<file path="src/rmcsc_map.vh">
// Constants for the relay multiplexer channel and scan control block
`ifndef RMCSC_MAP_VH
`define RMCSC_MAP_VH
`define RMCSC_OP_CLOSE    4'h0
`define RMCSC_OP_OPEN     4'h1
`define RMCSC_OP_SCAN     4'h2
`define RMCSC_OP_INIT     4'h3
`define RMCSC_OP_ABORT    4'h4
`define RMCSC_OP_Q_CLOSED 4'h5
`define RMCSC_OP_Q_OPEN   4'h6
`define RMCSC_OP_SET_OUTP 4'h7
`define RMCSC_OP_Q_OUTP   4'h8
`define RMCSC_OP_SET_CONT 4'h9
`define RMCSC_OP_Q_STAT   4'hA
`define RMCSC_OP_TRIG     4'hB
`define RMCSC_CARD_MAX    7'h63
`define RMCSC_CHAN_MAX    7'h0F
`define RMCSC_TREE_BASE   7'h5A
`define RMCSC_TREE_LAST   7'h5D
`define RMCSC_CHANS       16
`define RMCSC_TREES       4
`define RMCSC_RST_CHAN    16'h0000
`define RMCSC_RST_TREE    4'h0
`define RMCSC_CLK_KHZ     20000
`define RMCSC_PULSE_NS    1000
`endif

</file>
<file path="src/rmcsc_sync.v">
// Two-stage synchroniser for an asynchronous pin
module rmcsc_sync (
  input  wire clk_sys,
  input  wire nrst,
  input  wire din,
  output reg  dout
);
  reg meta_reg;

  // Only the second stage is visible outside
  always @(posedge clk_sys) begin
    if (!nrst) begin
      meta_reg <= 1'b0;
      dout     <= 1'b0;
    end else begin
      meta_reg <= din;
      dout     <= meta_reg;
    end
  end
endmodule

</file>
<file path="src/rmcsc_tpulse.v">
// Active-low trigger output pulse stretcher
module rmcsc_tpulse #(
  parameter PULSE_CYC = 20
) (
  input  wire clk_sys,
  input  wire nrst,
  input  wire fire,
  output reg  trig_out_n
);
  reg [15:0] cnt_reg;
  reg [3:0]  pend_reg;
  reg        gap_reg;
  wire       start;

  // Closures that land during a pulse wait their turn, so up to fifteen queued each still get their own edge
  assign start = trig_out_n && !gap_reg && (fire || (pend_reg != 4'h0));

  always @(posedge clk_sys) begin
    if (!nrst) begin
      cnt_reg    <= 16'h0000;
      pend_reg   <= 4'h0;
      gap_reg    <= 1'b0;
      trig_out_n <= 1'b1;
    end else begin
      gap_reg <= 1'b0;
      // Saturates: a burst beyond fifteen queued closures loses pulses
      if (fire && !start && (pend_reg != 4'hF)) begin
        pend_reg <= pend_reg + 4'h1;
      end else if (!fire && start) begin
        pend_reg <= pend_reg - 4'h1;
      end
      if (start) begin
        cnt_reg    <= PULSE_CYC[15:0] - 16'h0001;
        trig_out_n <= 1'b0;
      end else if (!trig_out_n) begin
        if (cnt_reg != 16'h0000) begin
          cnt_reg <= cnt_reg - 16'h0001;
        end else begin
          trig_out_n <= 1'b1;
          gap_reg    <= 1'b1;
        end
      end
    end
  end
endmodule

</file>
<file path="src/rmcsc_top.v">
// Channel state store, command decode and scan sequencer
`include "rmcsc_map.vh"
module rmcsc_top #(
  parameter       DEPTH   = 16,
  parameter       IDX_W   = 4,
  parameter [6:0] CARD_ID = 7'h01
) (
  input  wire        clk_sys,
  input  wire        nrst,
  input  wire        cmd_valid,
  input  wire [3:0]  cmd_op,
  input  wire [6:0]  cmd_card,
  input  wire [6:0]  cmd_first,
  input  wire [6:0]  cmd_last,
  input  wire        cmd_end,
  input  wire        cmd_arg,
  input  wire        trig_src_ext,
  input  wire        trig_ext_pin,
  output reg         resp_valid,
  output reg         resp_bit,
  output reg         scan_err,
  output reg  [15:0] chan_closed,
  output reg  [3:0]  tree_closed,
  output reg         outp_en,
  output reg         cont_mode,
  output reg         list_valid,
  output reg         scan_done,
  output wire        scan_active,
  output wire        trig_out_n
);
  localparam ST_IDLE  = 2'b00;
  localparam ST_MAKE  = 2'b01;
  localparam ST_RUN   = 2'b10;
  localparam ST_BREAK = 2'b11;
  localparam PULSE_CYC = (`RMCSC_PULSE_NS * `RMCSC_CLK_KHZ + 999999) / 1000000;

  // Inclusive range membership, used for channels, trees and the query decode
  function hit;
    input integer   code;
    input [6:0]     lo;
    input [6:0]     hi;
    begin
      hit = (code >= lo) && (code <= hi);
    end
  endfunction

  reg  [1:0]       state_reg;
  reg  [IDX_W-1:0] idx_reg;
  reg  [3:0]       pos_reg;
  reg  [IDX_W:0]   wr_idx_reg;
  reg  [IDX_W:0]   cnt_reg;
  reg              bad_reg;
  reg              fire_reg;
  reg              ext_d_reg;
  reg  [3:0]       ent_first [0:DEPTH-1];
  reg  [3:0]       ent_last  [0:DEPTH-1];
  reg              ent_own   [0:DEPTH-1];
  wire             ext_s;
  wire             take;
  wire             own;
  wire             ent_ok;
  wire             trig;
  wire [15:0]      set_mask;
  wire [15:0]      clr_mask;
  wire [3:0]       tset_mask;
  wire [3:0]       tclr_mask;
  wire             q_chan;
  wire             q_tree;
  wire [6:0]       q_off;
  wire             q_closed;
  wire             at_ent_end;
  wire             at_list_end;
  wire             stat_read;
  wire             done_set;
  wire             bad_next;
  wire [IDX_W-1:0] idx_inc;
  wire [IDX_W:0]   idx_cnt;
  wire             hold_seq;
  wire             seq_step;
  wire             card_ok;
  wire             span_ok;

  rmcsc_sync u_sync (
    .clk_sys (clk_sys),
    .nrst    (nrst),
    .din     (trig_ext_pin),
    .dout    (ext_s)
  );

  // Each card drives its own copy; the enable gates only this card's pulses
  rmcsc_tpulse #(
    .PULSE_CYC (PULSE_CYC)
  ) u_tpulse (
    .clk_sys    (clk_sys),
    .nrst       (nrst),
    .fire       (fire_reg),
    .trig_out_n (trig_out_n)
  );

  assign take = cmd_valid;
  assign own  = (cmd_card == CARD_ID);
  assign card_ok = (cmd_card <= `RMCSC_CARD_MAX);
  assign span_ok = hit(cmd_first, 7'h00, `RMCSC_CHAN_MAX) &&
                   hit(cmd_last, cmd_first, `RMCSC_CHAN_MAX);
  assign ent_ok  = card_ok && span_ok;
  // Bus triggers count only while the bus is the selected source
  assign trig = trig_src_ext ? (ext_s & ~ext_d_reg) :
                (take && (cmd_op == `RMCSC_OP_TRIG));

  genvar g;
  generate
    for (g = 0; g < `RMCSC_CHANS; g = g + 1) begin : g_chan
      assign set_mask[g] = take && own && (cmd_op == `RMCSC_OP_CLOSE) &&
                           hit(g, cmd_first, cmd_last);
      assign clr_mask[g] = take && own && (cmd_op == `RMCSC_OP_OPEN) &&
                           hit(g, cmd_first, cmd_last);
    end
    for (g = 0; g < `RMCSC_TREES; g = g + 1) begin : g_tree
      assign tset_mask[g] = take && own && (cmd_op == `RMCSC_OP_CLOSE) &&
                            hit(g + `RMCSC_TREE_BASE, cmd_first, cmd_last);
      assign tclr_mask[g] = take && own && (cmd_op == `RMCSC_OP_OPEN) &&
                            hit(g + `RMCSC_TREE_BASE, cmd_first, cmd_last);
    end
  endgenerate

  // Queries read the stored vectors only; a welded or dead relay goes unseen
  assign q_chan   = hit(cmd_first, 7'h00, `RMCSC_CHAN_MAX);
  assign q_tree   = hit(cmd_first, `RMCSC_TREE_BASE, `RMCSC_TREE_LAST);
  assign q_off    = cmd_first - `RMCSC_TREE_BASE;
  assign q_closed = q_chan ? chan_closed[cmd_first[3:0]] : tree_closed[q_off[1:0]];

  assign idx_inc     = idx_reg + {{(IDX_W-1){1'b0}}, 1'b1};
  assign idx_cnt     = {1'b0, idx_reg} + {{IDX_W{1'b0}}, 1'b1};
  assign at_ent_end  = (pos_reg == ent_last[idx_reg]);
  assign at_list_end = at_ent_end && (idx_cnt == cnt_reg);
  // Start, stop and redefine all preempt the sequencer for that cycle
  assign hold_seq    = take && ((cmd_op == `RMCSC_OP_SCAN) || (cmd_op == `RMCSC_OP_ABORT) ||
                                (cmd_op == `RMCSC_OP_INIT));
  assign seq_step    = (state_reg == ST_RUN) && trig && !hold_seq;
  assign stat_read   = take && (cmd_op == `RMCSC_OP_Q_STAT);
  assign done_set    = seq_step && at_list_end;
  assign bad_next    = bad_reg || !ent_ok || (wr_idx_reg == DEPTH[IDX_W:0]);
  assign scan_active = (state_reg != ST_IDLE);

  always @(posedge clk_sys) begin
    if (!nrst) begin
      ext_d_reg <= 1'b0;
    end else begin
      ext_d_reg <= ext_s;
    end
  end

  // Scan list storage; plain flops indexed by the write pointer
  always @(posedge clk_sys) begin
    if (take && (cmd_op == `RMCSC_OP_SCAN) && (wr_idx_reg < DEPTH[IDX_W:0])) begin
      ent_first[wr_idx_reg[IDX_W-1:0]] <= cmd_first[3:0];
      ent_last[wr_idx_reg[IDX_W-1:0]]  <= cmd_last[3:0];
      ent_own[wr_idx_reg[IDX_W-1:0]]   <= own;
    end
  end

  always @(posedge clk_sys) begin
    if (!nrst) begin
      chan_closed <= `RMCSC_RST_CHAN;
      tree_closed <= `RMCSC_RST_TREE;
      outp_en     <= 1'b0;
      cont_mode   <= 1'b0;
      list_valid  <= 1'b0;
      scan_done   <= 1'b0;
      resp_valid  <= 1'b0;
      resp_bit    <= 1'b0;
      scan_err    <= 1'b0;
      fire_reg    <= 1'b0;
      bad_reg     <= 1'b0;
      wr_idx_reg  <= {(IDX_W+1){1'b0}};
      cnt_reg     <= {(IDX_W+1){1'b0}};
      idx_reg     <= {IDX_W{1'b0}};
      pos_reg     <= 4'h0;
      state_reg   <= ST_IDLE;
    end else begin
      resp_valid  <= 1'b0;
      scan_err    <= 1'b0;
      fire_reg    <= 1'b0;
      // One store serves both relay drive and readback
      chan_closed <= (chan_closed | set_mask) & ~clr_mask;
      tree_closed <= (tree_closed | tset_mask) & ~tclr_mask;
      // A completion in the same cycle as the read survives the clear
      scan_done   <= done_set | (scan_done & ~stat_read);

      if (take) begin
        case (cmd_op)
          `RMCSC_OP_SET_OUTP: begin
            outp_en <= cmd_arg;
          end
          `RMCSC_OP_SET_CONT: begin
            cont_mode <= cmd_arg;
          end
          `RMCSC_OP_Q_OUTP: begin
            resp_valid <= 1'b1;
            resp_bit   <= outp_en;
          end
          `RMCSC_OP_Q_STAT: begin
            resp_valid <= 1'b1;
            resp_bit   <= scan_done;
          end
          `RMCSC_OP_Q_CLOSED: begin
            if (own && (q_chan || q_tree)) begin
              resp_valid <= 1'b1;
              resp_bit   <= q_closed;
            end
          end
          `RMCSC_OP_Q_OPEN: begin
            if (own && (q_chan || q_tree)) begin
              resp_valid <= 1'b1;
              resp_bit   <= ~q_closed;
            end
          end
          `RMCSC_OP_SCAN: begin
            // A list being redefined cannot be scanned at the same time
            list_valid <= 1'b0;
            state_reg  <= ST_IDLE;
            if (cmd_end) begin
              wr_idx_reg <= {(IDX_W+1){1'b0}};
              bad_reg    <= 1'b0;
              if (bad_next) begin
                scan_err <= 1'b1;
              end else begin
                list_valid <= 1'b1;
                cnt_reg    <= wr_idx_reg + {{IDX_W{1'b0}}, 1'b1};
              end
            end else begin
              bad_reg <= bad_next;
              if (wr_idx_reg < DEPTH[IDX_W:0]) begin
                wr_idx_reg <= wr_idx_reg + {{IDX_W{1'b0}}, 1'b1};
              end
            end
          end
          `RMCSC_OP_INIT: begin
            if (list_valid) begin
              idx_reg   <= {IDX_W{1'b0}};
              pos_reg   <= ent_first[0];
              // A restart mid-scan opens the channel in hand and breaks first
              if ((state_reg == ST_RUN) && ent_own[idx_reg]) begin
                chan_closed[pos_reg] <= 1'b0;
              end
              state_reg <= scan_active ? ST_BREAK : ST_MAKE;
            end else begin
              scan_err <= 1'b1;
            end
          end
          `RMCSC_OP_ABORT: begin
            list_valid <= 1'b0;
            state_reg  <= ST_IDLE;
          end
          default: begin
          end
        endcase
      end

      // Sequencer: make, wait for a trigger, break, make the next
      case (state_reg)
        ST_MAKE: begin
          if (!hold_seq) begin
            if (ent_own[idx_reg]) begin
              chan_closed[pos_reg] <= 1'b1;
              fire_reg             <= outp_en;
            end
            state_reg <= ST_RUN;
          end
        end
        ST_RUN: begin
          if (seq_step) begin
            // Break before make: the old channel opens two cycles ahead
            if (ent_own[idx_reg]) begin
              chan_closed[pos_reg] <= 1'b0;
            end
            if (!at_ent_end) begin
              pos_reg   <= pos_reg + 4'h1;
              state_reg <= ST_BREAK;
            end else if (!at_list_end) begin
              idx_reg   <= idx_inc;
              pos_reg   <= ent_first[idx_inc];
              state_reg <= ST_BREAK;
            end else if (cont_mode) begin
              idx_reg   <= {IDX_W{1'b0}};
              pos_reg   <= ent_first[0];
              state_reg <= ST_BREAK;
            end else begin
              state_reg <= ST_IDLE;
            end
          end
        end
        ST_BREAK: begin
          if (!hold_seq) begin
            state_reg <= ST_MAKE;
          end
        end
        default: begin
        end
      endcase
    end
  end
endmodule

</file>
<file path="config.mk">
export PLATFORM = sky130hd
export DESIGN_NAME = rmcsc_top
export DESIGN_NICKNAME = d
export VERILOG_FILES = /design/src/rmcsc_sync.v /design/src/rmcsc_tpulse.v /design/src/rmcsc_top.v
export VERILOG_INCLUDE_DIRS = /design/src
export SDC_FILE = /design/constraint.sdc
export NUM_CORES = 1
export LEC_CHECK = 0
export ABC_CLOCK_PERIOD_IN_PS = 3100
export BUFFER_PORTS_ARGS = -buffer_cell sky130_fd_sc_hd__buf_2
export CAP_MARGIN = 20
export CORE_MARGIN = 4
export CORE_UTILIZATION = 46
export DETAILED_ROUTE_END_ITERATION = 8
export PLACE_DENSITY = 0.63
export RECOVER_POWER = 50
export REMOVE_ABC_BUFFERS = 1
export SYNTH_ARGS = -nofsm -noshare
export SYNTH_HDL_FRONTEND = slang
export SYNTH_SLANG_ARGS = --single-unit
</file>
<file path="constraint.sdc">
create_clock -name clk_sys -period 3.1 [get_ports clk_sys]
set_input_delay 0.31 -clock clk_sys [delete_from_list [all_inputs] [get_ports clk_sys]]
set_output_delay 0.31 -clock clk_sys [all_outputs]
set_load 0.005 [all_outputs]
</file>
After elaboration in Yosys (flattened, before gate mapping)
Memory sizes are Yosys's and may differ from the RTL's. A register that Yosys moved wholly into a read port is not among the register bits.
Cells that the tools add are included.
{"block": "totals", "input_bits": 32, "ff_bits": 74, "mem_bits_rw": 144, "memories": 3, "word_cells": 319}
{"block": "classes", "order_cmp": 50, "n_reduce_logical": 119, "n_addsub": 8, "mux": 72, "n_eq_ne": 22, "bitwise": 21}
{"memory": "ent_first", "words": 16, "word_bits": 4, "read_ports": 2, "rd_clocked_by_memory_dff": 0, "wr": 1, "line": "rmcsc_top.v:55", "source": "reg [3:0] ent_first [0:DEPTH-1];"}
{"memory": "ent_last", "words": 16, "word_bits": 4, "read_ports": 1, "rd_clocked_by_memory_dff": 1, "wr": 1, "line": "rmcsc_top.v:56", "source": "reg [3:0] ent_last [0:DEPTH-1];"}
{"memory": "ent_own", "words": 16, "word_bits": 1, "read_ports": 1, "rd_clocked_by_memory_dff": 1, "wr": 1, "line": "rmcsc_top.v:57", "source": "reg ent_own [0:DEPTH-1];"}
{"operator": "$mux 16", "count": 9}
{"operator": "$logic_and 1x1->1", "count": 83}
{"operator": "$mux 4", "count": 20}
{"operator": "$ge 4x7->1 const A", "count": 8}
{"operator": "$le 4x7->1 const A", "count": 8}
{"operator": "$and 16x16->16", "count": 3}
{"operator": "$not 16->16", "count": 2}
{"operator": "$or 16x16->16", "count": 2}
{"operator": "$pmux 16 s2", "count": 1}
{"operator": "$ge 3x7->1 const A", "count": 4}
{"operator": "$ge 7x7->1 const A", "count": 4}
{"operator": "$le 3x7->1 const A", "count": 4}
{"operator": "$le 7x7->1 const A", "count": 4}
{"operator": "$mux 5", "count": 5}
{"operator": "$mux 1", "count": 19}
{"operator": "$mux 2", "count": 9}
{"operator": "$eq 4x3->1 const B", "count": 4}
{"operator": "$eq 4x4->1 const B", "count": 4}
{"operator": "$reduce_bool 16->1", "count": 1}
{"operator": "$sub 16x1->16 const B", "count": 1}
{"operator": "$ge 1x7->1 const A", "count": 2}
{"operator": "$ge 2x7->1 const A", "count": 2}
{"operator": "$le 2x7->1 const A", "count": 2}
{"operator": "$le 7x4->1 const B", "count": 2}
{"operator": "other kinds (47)", "count": 89}

Depth between registers and ports, before layout
{"block": "depth", "word_depth": 16, "ltp_mapped": 11, "ltp_nobuf": 10}

By module
From an unflattened synthesis, not the netlist that was laid out.
{"block": "hier_totals", "hier_cells": 898, "hier_area_um2": 10814.1}
{"mod": "rmcsc_top", "seq_area_each_um2": 5325.1, "area_each_um2": 9531.6, "cells_each": 751, "instances": 1}
{"mod": "rmcsc_tpulse", "seq_area_each_um2": 440.4, "area_each_um2": 1229.9, "cells_each": 143, "instances": 1}
{"mod": "rmcsc_sync", "seq_area_each_um2": 40.0, "area_each_um2": 52.6, "cells_each": 4, "instances": 1}

Least setup slack after synthesis
No wires, ideal clock.
{"block": "synth_timing", "path_kind": "flip-flop to flip-flop", "startpoint": "register idx_reg[0]", "endpoint": "register idx_reg[0]", "setup_slack_ps": 526, "period_less_slack_ps": 2574, "setup_time_ps": 121, "t_arrival_ps": 2453, "stages_incl_launch_ff": 10, "required_ps": 2979, "cell_sequence": "dfxtp_1 buf_6 buf_8 mux4_2 mux4_2 xnor2_2 nand2_2 a21oi_4 a311oi_2 mux2_4"}
{"block": "synth_via", "elab_chain_len": 8}
{"element": "start, declared", "line": "rmcsc_top.v:48", "source": "reg [IDX_W-1:0] idx_reg;"}
{"element": "start signal, assigned", "line": "rmcsc_top.v:177", "source": "idx_reg <= {IDX_W{1'b0}};"}
{"element": "start signal, assigned", "line": "rmcsc_top.v:240", "source": "idx_reg <= {IDX_W{1'b0}};"}
{"element": "start signal, assigned", "line": "rmcsc_top.v:281", "source": "idx_reg <= idx_inc;"}
{"element": "branches (longest 7 deep; another with $add 4x1->5)"}
{"element": "$mux 4 *", "line": "rmcsc_top.v:261", "source": "case (state_reg)"}
Mark *: on every way between the ends.
A chain may end at the register's enable or synchronous reset.

==> results.ini <==
[min_path]
hold_path.class = in -> reg
whs_path_depth = 3

[logic_synthesis]
synth-warning-count = 0
ys_seq_elements = 218
synth_ff_type = edfxtp_1
synth_edf_count = 144
syn_area_per_cell_sq_um = 12.06
synthArstFlopShare_pct = 0
syn-instance-count = 879
synth.distinct_cells = 72
ys_seq_area_share_pct = 54.78
syn-cell-area_sq_um = 10600

[power_and_ir_drop]
p_leak_nw = 4.212
vdd_drop_max_uv = 470.0
p_per_area_nw_per_um2 = 586.6

[timing]
grt_setup_unrepaired = no
fin_crit_sh_pct = 92.60
slew_headroom_pct = 13.07
setup_violations = 0
drv_slew = 0
finalClockSkew_ps = 15.95
worst_pin_slew_ps = 1304
fmax_ghz = 0.3484
fin_crit_ps = 2871
hold_violations = 0

[floorplan]
die_height_microns = 159.8
dieWidth_microns = 159.8
io-pin-count = 61
fp.coreArea_sq_um = 22640
rows = 55
die-area_sq_um = 25530
initial_core_util_pct = 46.81

[layout]
final_util_pct = 53.59
drive_gt1_share_pct = 17.68
ff_latch_area_sq_um = 5809
n_fill_cell = 1932
layoutNonFillerInstCount = 1269
multi_input_area_sq_um = 4501
nets = 1022
n_antenna_cell = 0
area_growth_pct = 14.50

[drt]
postRouteAntennaNets = 0
wl_microns = 26610
vias = 7540
viasPerCell = 5.942
first_pass_iters = 5
routedWlPerCell_microns = 20.97
drc = 0
drt_iter0_markers = 880

[setup_path]
reg2reg_from = idx_reg[0]
cp_slowest_cell = mux4_1
cp_max_fo = 16
crit-reg2reg-capture = chan_closed[12]
crit_type = reg -> reg
r2r_cells = 8
worstSetupEndpointType = flip-flop
crit_start = idx_reg[0]
crit_end = chan_closed[12]
ff2ff_setup_slack_ps = 230
crit_chain = buf_4 > mux4_1 > a211oi_1 > a21oi_1 > and2_1 > a221oi_1 > a21oi_1 > a211oi_1
cp.arrival_ps = 3300
critPathMaxStageDelay_ps = 550
cp-start-kind = flip-flop
required_ps = 3530

[run_status]
status = finished, final reports clean

[clock_network]
clk_latency_ps = 530
htree_levels = 1
cts_sinks = 218
clk_pin_slew_ps = 60
cts_root_buf = clkbuf_16
cts_tree = done
numCtsBuffers = 25
clockBufferDepth = 3

[global_routing]
grt_pass1_vias = 7338
grt_max_degree = 34
grt_pass1_wl_microns = 41750
met2_usage_pct = 32.84
overflow = 0
antenna_found_initial = 0
grt_usage_pct = 20.46
gr-usage-met1_pct = 29.28
met3_usage_pct = 3.200
grt-busiest-layer = met2

[placement]
post-dp-hpwl_microns = 18390
globalplace.congestion = 0.8732
dpl.cell_count = 1223
io_buffers = 60

[job]
drv_cap = 0

-- final cells by class --
cell class | instances | area share, %
flip-flops and latches | 218 | 47.88
multi-input cells | 596 | 37.09
clock buffers | 30 | 5.393
repair buffers | 103 | 4.846
well taps | 285 | 2.939
clock inverters | 15 | 1.176
inverters | 22 | 0.6806
-- synthesized netlist by cell type (13+ instances only) --
library cell,count,area (sq um)
inv_1,20,75.07
mux4_2,32,720.7
nand2b_1,16,100.1
nor2_1,73,274.0
mux2i_1,34,340.3
o21ai_0,41,205.2
nor3_1,22,110.1
xnor2_1,13,113.9
nand3_1,22,110.1
edfxtp_1,144,4324
clkbuf_1,30,112.6
ha_1,23,287.8
a211oi_1,21,157.7
a21oi_1,66,330.3
nand2_1,66,247.7
dfxtp_1,74,1481
-- how the worst min path moves through the flow --
stage | start | end | slack, ps
after floorplan | nrst | u_tpulse.trig_out_n | 370
after global placement | u_sync.meta_reg | u_sync.dout | 420
after detailed placement | u_sync.meta_reg | u_sync.dout | 430
after CTS | cmd_arg | cont_mode | 60
after global routing | cmd_arg | cont_mode | 80
final | cmd_arg | cont_mode | 70
-- worst max-delay path, delay by kind of cell (launching register included) --
kind            cells  cell delay (ps)
compound gates      5             1170
buf+inv             1              180
flops               1              480
mux                 1              550
simple gates        1              380
-- cells in the final DEF, fill, tap and decap left out, types with 32 or more instances in the layout --
cell type | Yosys | final
nor2_1 | 73 | 73
nand2_1 | 66 | 66
buf_4 | 4 | 33
o21ai_0 | 41 | 41
buf_2 | 4 | 44
edfxtp_1 | 144 | 144
a21oi_1 | 66 | 66
mux2i_1 | 34 | 34
dfxtp_1 | 74 | 73
mux4_2 | 32 | 32
-- cell families after synthesis --
family          synth area share, %
flops                         54.78
fa+ha+maj                     2.904
simple gates                  12.43
compound gates                12.30
mux                           12.24
buf+inv                       2.810
xor+xnor                      2.527
-- per-stage QoR --
stage	power (W)	hold slack, ps	TNS, ps	setup slack [ps]	instance area [sq um]
3_3_place_gp	0.004308	416.2	0	273.5	11370
6_report	0.007118	65.16	0	229.4	12130
2_1_floorplan	0.004027	371.9	-5113	-529.8	10380
4_1_cts	0.007182	56.31	0	142.6	12180
3_5_place_dp	0.004326	426.4	0	176.5	11370
5_1_grt	0.007456	75.11	0	117.8	12130
-- repair_timing --
item,4_1_cts,5_1_grt
hold buffers,1,0
resized for setup,0,2
setup buffers,0,0
endpoints found under the setup margin,0,1
endpoints found under the hold margin,1,0
-- report_power, final --
part / switching (W) / total [W] / leakage (nW) / internal [W]
Clock: 0.00117 / 0.00284 / 0.384 / 0.00168
Sequential: 0.0000994 / 0.00329 / 1.90 / 0.00319
Combinational: 0.000594 / 0.000984 / 1.93 / 0.000391
-- routing by layer --
metal  share of wire (%)  vias up
met5                   0        -
li1                    -     3530
met2                  47      263
met4                 2.5        0
met1                  44     3694
met3                 6.4       53
(Power assumes the default switching activity.)
